## config.mk

```make
export PLATFORM = sky130hd
export DESIGN_NAME = sarcv_setup_regs
export DESIGN_NICKNAME = d
export VERILOG_FILES = /design/src/sarcv_pkg.sv /design/src/sarcv_clkdiv.sv /design/src/sarcv_setup_regs.sv
export VERILOG_INCLUDE_DIRS = /design/src
export SDC_FILE = /design/constraint.sdc
export NUM_CORES = 1
export LEC_CHECK = 0
export BUFFER_PORTS_ARGS = -buffer_cell sky130_fd_sc_hd__buf_4
export CAP_MARGIN = 20
export CORE_MARGIN = 3
export CORE_UTILIZATION = 30
export DETAILED_ROUTE_END_ITERATION = 10
export GPL_ROUTABILITY_DRIVEN = 0
export GPL_TIMING_DRIVEN = 0
export PLACE_DENSITY = 0.54
export SLEW_MARGIN = 20
export SYNTH_ARGS = -nofsm -noshare
export SYNTH_HDL_FRONTEND = slang
export SYNTH_SLANG_ARGS = --single-unit
```

## constraint.sdc

```tcl
create_clock -name ref_clk_in -period 2.3 [get_ports ref_clk_in]
set_input_delay 0.46 -clock ref_clk_in [delete_from_list [all_inputs] [get_ports ref_clk_in]]
set_output_delay 0.46 -clock ref_clk_in [all_outputs]
set_load 0.1 [all_outputs]
```

## src/sarcv_regs.svh

```systemverilog
// Register offsets, field positions and reset values of the converter setup block
// Assumes inclusion by the package of this block only; the design modules use its macros through the package
`ifndef SARCV_REGS_SVH
`define SARCV_REGS_SVH
`define SARCV_OFS_BANK 8'h00
`define SARCV_OFS_UNUSED1 8'h01
`define SARCV_OFS_SETUP 8'h02
`define SARCV_BANK_RST 8'h00
`define SARCV_UNUSED1_RST 8'h00
`define SARCV_SETUP_RST 8'h00
`define SARCV_BIT_STOP 7
`define SARCV_RES_HI 6
`define SARCV_RES_LO 5
`define SARCV_DIV_HI 4
`define SARCV_DIV_LO 3
`define SARCV_BIT_FILT 2
`define SARCV_AVG_HI 1
`define SARCV_AVG_LO 0
`define SARCV_CNT_W 4
`define SARCV_CNT_ZERO 4'h0
`define SARCV_CNT_ONE 4'h1
`define SARCV_AVG_MEAN1 5'h04
`define SARCV_AVG_MEAN2 5'h08
`define SARCV_AVG_MEAN3 5'h10
`define SARCV_AVG_MED1 5'h05
`define SARCV_AVG_MED2 5'h09
`define SARCV_AVG_MED3 5'h0f
`define SARCV_AVG_NONE 5'h01
`define SARCV_RES_8 5'h08
`define SARCV_RES_10 5'h0a
`define SARCV_RES_12 5'h0c
`endif

```

## src/sarcv_pkg.sv

```systemverilog
// Types shared by the converter setup block
// Assumes sarcv_regs.svh sits in the include path
package sarcv_pkg;
`include "sarcv_regs.svh"
    // Resolution field codes
    typedef enum logic [1:0] {
        SARCV_RES12A = 2'h0,
        SARCV_RES8 = 2'h1,
        SARCV_RES10 = 2'h2,
        SARCV_RES12B = 2'h3
    } sarcv_res_t;
    // Converter setup register layout
    typedef struct packed {
        logic stop;
        sarcv_res_t res;
        logic [1:0] div;
        logic median;
        logic [1:0] avg;
    } sarcv_setup_t;
    // Decoded settings sent to the converter core
    typedef struct packed {
        logic power_down;
        logic [4:0] res_bits;
        logic median;
        logic avg_on;
        logic [4:0] avg_count;
    } sarcv_cfg_t;
    // Scan sequencer states
    typedef enum logic [1:0] {
        SARCV_IDLE,
        SARCV_SCAN
    } sarcv_state_t;
endpackage

```

## src/sarcv_clkdiv.sv

```systemverilog
// Conversion clock enable divider: one pulse every 1, 2, 4 or 8 cycles
// Assumes a single clock domain and a synchronous active-low reset
module sarcv_clkdiv
    import sarcv_pkg::*;
(
    input wire logic ref_clk_in,
    input wire logic reset_n_in,
    input wire logic run_in,
    input wire logic [1:0] div_sel_in,
    output logic conv_en_out
);
    logic [`SARCV_CNT_W-1:0] cnt_r; // Cycles since last pulse
    logic [`SARCV_CNT_W-1:0] cnt_nxt;
    logic conv_en_r; // Registered enable pulse
    logic conv_en_nxt;
    logic [`SARCV_CNT_W-1:0] limit; // Divide ratio minus one

    // Next count and pulse
    always_comb begin
        limit = `SARCV_CNT_W'((`SARCV_CNT_ONE << div_sel_in) - `SARCV_CNT_ONE);
        cnt_nxt = cnt_r;
        conv_en_nxt = 1'b0;
        if (!run_in) begin
            // Held idle while powered down
            cnt_nxt = `SARCV_CNT_ZERO;
        end else if (cnt_r >= limit) begin
            cnt_nxt = `SARCV_CNT_ZERO;
            conv_en_nxt = 1'b1;
        end else begin
            cnt_nxt = cnt_r + `SARCV_CNT_ONE;
        end
    end

    // State registers
    always_ff @(posedge ref_clk_in) begin
        if (!reset_n_in) begin
            cnt_r <= `SARCV_CNT_ZERO;
            conv_en_r <= 1'b0;
        end else begin
            cnt_r <= cnt_nxt;
            conv_en_r <= conv_en_nxt;
        end
    end

    assign conv_en_out = conv_en_r;
endmodule

```

## src/sarcv_setup_regs.sv

```systemverilog
// Converter setup registers: bank select, reserved slot and converter setup
// Assumes a same-clock register port from the serial control interface
// Notes on behaviour
// - Bank select stores any written byte
// - Stop bit aborts conversion, powers converter down
// - Resolution codes give 12, 8, 10, 12 bits
// - Divider 1/2/4/8, conversion clock only
// - Filter bit picks mean or median
// - Averaging depth 4/8/16 or 5/9/15
// - Scan runs until pen lifts or stop
module sarcv_setup_regs
    import sarcv_pkg::*;
(
    input wire logic ref_clk_in,
    input wire logic reset_n_in,
    input wire logic wr_en_in,
    input wire logic [7:0] addr_in,
    input wire logic [7:0] wdata_in,
    input wire logic pen_down_in,
    input wire logic scan_start_in,
    output logic [7:0] rdata_out,
    output logic [7:0] bank_out,
    output sarcv_cfg_t cfg_out,
    output logic conv_en_out,
    output logic scanning_out,
    output logic abort_out
);
    logic [7:0] bank_r; // Register bank in use
    logic [7:0] bank_nxt;
    logic [7:0] unused1_r; // Reserved slot contents
    logic [7:0] unused1_nxt;
    sarcv_setup_t setup_r; // Converter setup
    sarcv_setup_t setup_nxt;
    logic [7:0] rdata_r; // Read data
    logic [7:0] rdata_nxt;
    sarcv_cfg_t cfg_r; // Decoded settings
    sarcv_cfg_t cfg_nxt;
    sarcv_state_t state_r; // Scan sequencer
    sarcv_state_t state_nxt;
    logic abort_r; // Abort pulse
    logic abort_nxt;
    logic pen_meta_r; // Pen synchroniser first stage
    logic pen_sync_r; // Pen synchroniser second stage
    logic scanning_r; // Registered scan flag for the output pin
    logic div_en; // Conversion clock enable

    // Register writes and read mux
    always_comb begin
        bank_nxt = bank_r;
        unused1_nxt = unused1_r;
        setup_nxt = setup_r;
        rdata_nxt = 8'h00;
        if (wr_en_in) begin
            unique case (addr_in)
                `SARCV_OFS_BANK: bank_nxt = wdata_in;
                // reserved slot, loaded with SARCV_UNUSED1_RST by reset; stores any write
                `SARCV_OFS_UNUSED1: unused1_nxt = wdata_in;
                `SARCV_OFS_SETUP: setup_nxt = sarcv_setup_t'(wdata_in);
                default: bank_nxt = bank_r; // Unmapped: ignored
            endcase
        end
        unique case (addr_in)
            `SARCV_OFS_BANK: rdata_nxt = bank_r;
            `SARCV_OFS_UNUSED1: rdata_nxt = unused1_r;
            `SARCV_OFS_SETUP: rdata_nxt = setup_r;
            default: rdata_nxt = 8'h00; // Unmapped reads zero
        endcase
    end

    // Decode of setup fields
    always_comb begin
        cfg_nxt.power_down = setup_r.stop;
        cfg_nxt.median = setup_r.median;
        unique case (setup_r.res)
            SARCV_RES8: cfg_nxt.res_bits = `SARCV_RES_8;
            SARCV_RES10: cfg_nxt.res_bits = `SARCV_RES_10;
            SARCV_RES12A, SARCV_RES12B: cfg_nxt.res_bits = `SARCV_RES_12;
        endcase
        cfg_nxt.avg_on = (setup_r.avg != 2'h0);
        unique case (setup_r.avg)
            2'h0: cfg_nxt.avg_count = `SARCV_AVG_NONE;
            2'h1: cfg_nxt.avg_count = setup_r.median ? `SARCV_AVG_MED1 : `SARCV_AVG_MEAN1;
            2'h2: cfg_nxt.avg_count = setup_r.median ? `SARCV_AVG_MED2 : `SARCV_AVG_MEAN2;
            2'h3: cfg_nxt.avg_count = setup_r.median ? `SARCV_AVG_MED3 : `SARCV_AVG_MEAN3;
        endcase
    end

    // Scan sequencer next state
    always_comb begin
        state_nxt = state_r;
        abort_nxt = 1'b0;
        unique case (state_r)
            SARCV_IDLE: begin
                if (scan_start_in && !setup_r.stop && pen_sync_r) begin
                    state_nxt = SARCV_SCAN;
                end
            end
            SARCV_SCAN: begin
                // run until pen lift or stop
                if (setup_r.stop || !pen_sync_r) begin
                    state_nxt = SARCV_IDLE;
                    abort_nxt = setup_r.stop;
                end
            end
        endcase
    end

    // Registers
    always_ff @(posedge ref_clk_in) begin
        if (!reset_n_in) begin
            bank_r <= `SARCV_BANK_RST;
            unused1_r <= `SARCV_UNUSED1_RST;
            setup_r <= sarcv_setup_t'(`SARCV_SETUP_RST);
            rdata_r <= 8'h00;
            cfg_r <= '0;
            state_r <= SARCV_IDLE;
            abort_r <= 1'b0;
            pen_meta_r <= 1'b0;
            pen_sync_r <= 1'b0;
            scanning_r <= 1'b0;
        end else begin
            bank_r <= bank_nxt;
            unused1_r <= unused1_nxt;
            setup_r <= setup_nxt;
            rdata_r <= rdata_nxt;
            cfg_r <= cfg_nxt;
            state_r <= state_nxt;
            abort_r <= abort_nxt;
            pen_meta_r <= pen_down_in;
            pen_sync_r <= pen_meta_r;
            // Same timing as the state register, but a flop of its own
            scanning_r <= (state_nxt == SARCV_SCAN);
        end
    end

    sarcv_clkdiv u_div (
        .ref_clk_in(ref_clk_in),
        .reset_n_in(reset_n_in),
        .run_in(!setup_r.stop),
        .div_sel_in(setup_r.div),
        .conv_en_out(div_en)
    );

    logic conv_en_r; // Enable gated by scan
    always_ff @(posedge ref_clk_in) begin
        if (!reset_n_in) begin
            conv_en_r <= 1'b0;
        end else begin
            conv_en_r <= div_en && (state_r == SARCV_SCAN);
        end
    end

    assign rdata_out = rdata_r;
    assign bank_out = bank_r;
    assign cfg_out = cfg_r;
    assign conv_en_out = conv_en_r;
    assign scanning_out = scanning_r;
    assign abort_out = abort_r;
endmodule

```

==> metrics.txt <==
max cap viols=0; H-tree Lvls=2; Slew Limit Fails=0; Worst setup SP type=flip-flop; share of power burned in registers=approximately 55%; VDD IR max=239 µV; clock slew at reported path FFs=roughly 0.10 ns; antenna violations before repair=0; filler instances=between 600 and 700; number of synthesized register bits=between 50 and 60; crit path launch=setup_r[3]$_SDFFE_PN0P_; DRT iter0 DRCs=64; Area Overhead vs Synth=29.0%; r2r startpoint=setup_r[3]$_SDFFE_PN0P_; TritonCTS Sinks=between 50 and 60; DR vias/cell=around 4.4; most frequent cells in the layout=dfxtp_1, buf_4, nand2_1; Die Span Y=around 90 µm; Worst Hold Class=input pin to flip-flop; postcts setup bufs=0; CTS root buffer=clkbuf_8; Req. time, crit path=around 2.5 ns; final hold violations=0; DR DRC count=0; cell taking the most area after synthesis=dfxtp_1; Antenna diodes=0; period utilization=just under 80%; placed insts=~350; R2R cell count=5; synthesis warning total=0; clock power share=a little under two fifths; met3 GRT Util=roughly 3.2%; Seq/Total Area, Yosys=a little over half; CTS Buf Count=5; Worst-Skew Late Latency=between 0.3 and 0.4 ns; GRT busiest layer=met2; Crit Path Max Fanout=5; pwr/cell area=between 600 and 700 mW/mm²; CTS tree=yes; WP data arrival=2.05 ns; IO Port Bufs=50; Synth Cell Area=0.00211 mm²; skew final=0.00685 ns; Static Leak=around 1.3 nW; Mapped Cells=slightly above 200; fin worst setup slack=0.474 ns; share of layout cells above drive strength 1=approximately a quarter; synth top area cells=dfxtp_1, mux2i_1, nand2_1; met1 usage=between 10% and 20%; clock buffer depth=2; global-route wire length before repair=about 7.6 mm; internal power=~0.0014 W; library cells used by synthesis=29; Slew HR=just over 60%; Post-Place Setup Slack=0.272 ns; nets=290; GR Overflow Total=0; met2 usage=a little under a fifth; Setup-failing EPs final=0; status=finished, final reports clean; initial core utilization=approximately 32%; most common cell after layout, fill and taps aside=dfxtp_1; Post-synth EDFFs=0; die area=a little over 0.008 mm²; final std cells w/o fill=about 360; total track usage=11.7%; r2r setup slk=approximately 0.47 ns; die width=89.9 µm; Routed WL=~4.7 mm; Async SR Flop Fraction=0%; DR WL/cell=about 13 µm; Antenna Nets Post-Route=0; ys flop type=dfxtp_1; Sw Share=22.9%; Avg Cell Area, Syn=roughly 10 µm²; I/O pins=53; Core ar.=0.00657 mm²; vias=1,572; Post-Route Setup TNS=0 ns; Post-DP HPWL=approximately 3.4 mm; fin crit period=roughly 1.8 ns; sw power=between 0.0004 and 0.0005 W; RSZ-0062 raised after global routing=false; CTS Hold Bufs=0; drt pass-1 iters=4; R2R Path End=u_div.cnt_r[3]$_SDFF_PP0_; Slew @ Worst Pin=about 0.57 ns; largest net degree at the start of global routing=17; Crit. End Element=flip-flop; vias in the first global route=about 1.5k; crit path capture=u_div.cnt_r[3]$_SDFF_PP0_; Cell Rows=29; Comb pwr share=approximately 8%; CTS resizes=0; fmax=roughly 550 MHz; final hold slack=0.255 ns; critical path class=flip-flop to flip-flop; top-area cell type share of the netlist area=a little over half
[layout make-up]
cell class	count	area (µm²)	area share, %
repair buffers	50	375	13.8
well taps	93	116	4.27
flip-flops and latches	55	1100	40.4
inverters	8	30.0	1.10
plain buffers	10	46.3	1.70
multi-input cells	133	940	34.5
clock buffers	6	82.6	3.03
clock inverters	2	35.0	1.28
[critical path, stage by stage (launching register included)]
cell and delay [ns]:
dfxtp_1 0.35, or2_2 0.30, ha_1 0.26, nand2b_1 0.14, a2111o_1 0.48, a211oi_1 0.22
[kinds of logic after synthesis]
| kind of cell | Yosys count | share of synthesized area, % |
|---|---|---|
| buf+inv | 18 | 3.61 |
| compound gates | 20 | 7.11 |
| fa+ha+maj | 6 | 3.55 |
| simple gates | 70 | 17.3 |
| other cells | 2 | 0.355 |
| flops | 55 | 52.1 |
| xor+xnor | 2 | 0.829 |
| mux | 32 | 15.2 |
[power groups by stage]
stage,logic (W),registers (W),clock network [W]
final,0.000145,0.000965,0.000659
after CTS,0.000146,0.000965,0.000681
after detailed placement,0.000146,0.000988,0
after floorplan,0.0000674,0.00101,0
after global routing,0.000156,0.000967,0.000715
after global placement,0.000145,0.000987,0
[cells in the mapped netlist, drive strengths merged, types with 4 or more instances]
library cell and count:
a211oi 4, a21oi 4, a2bb2oi 8, and2 5, clkbuf 7, dfxtp 55, ha 6, inv 8
mux2i 32, nand2 35, nor2 10
[routing by layer]
metal  up-vias  wire (µm)
li1        807          -
met1       719       2310
met2        40       2120
met3         6        236
met4         0         67
met5         -          0
[registers in the layout, indices dropped and copies added (netlist names)]
signal             cells
pen_sync_r             1
cfg_out               11
scanning_out           1
u_div.conv_en_out      1
u_div.cnt_r            4
state_r                2
bank_out               8
pen_meta_r             1
abort_out              1
unused1_r              8
conv_en_out            1
cfg_nxt                2
setup_r                6
rdata_out              8
[worst min-delay path by stage]
stage,startpoint,endpoint,cells past startpoint
finish,reset_n_in,cfg_out[10]$_SDFF_PN0_,1
CTS,reset_n_in,cfg_out[10]$_SDFF_PN0_,1
global placement,pen_meta_r$_SDFF_PN0_,pen_sync_r$_SDFF_PN0_,1
global route,reset_n_in,cfg_out[10]$_SDFF_PN0_,1
detailed placement,pen_meta_r$_SDFF_PN0_,pen_sync_r$_SDFF_PN0_,1
floorplan,pen_meta_r$_SDFF_PN0_,pen_sync_r$_SDFF_PN0_,1
[metrics by stage]
step	util (%)	power [W]	instance area [µm²]
finish	41.5	0.00177	2730
global route	41.5	0.00184	2730
CTS	41.5	0.00179	2730
detailed placement	39.7	0.00113	2610
global placement	39.7	0.00113	2610
floorplan	-	0.00108	2120
No activity file was read; power rests on OpenSTA's default activity.
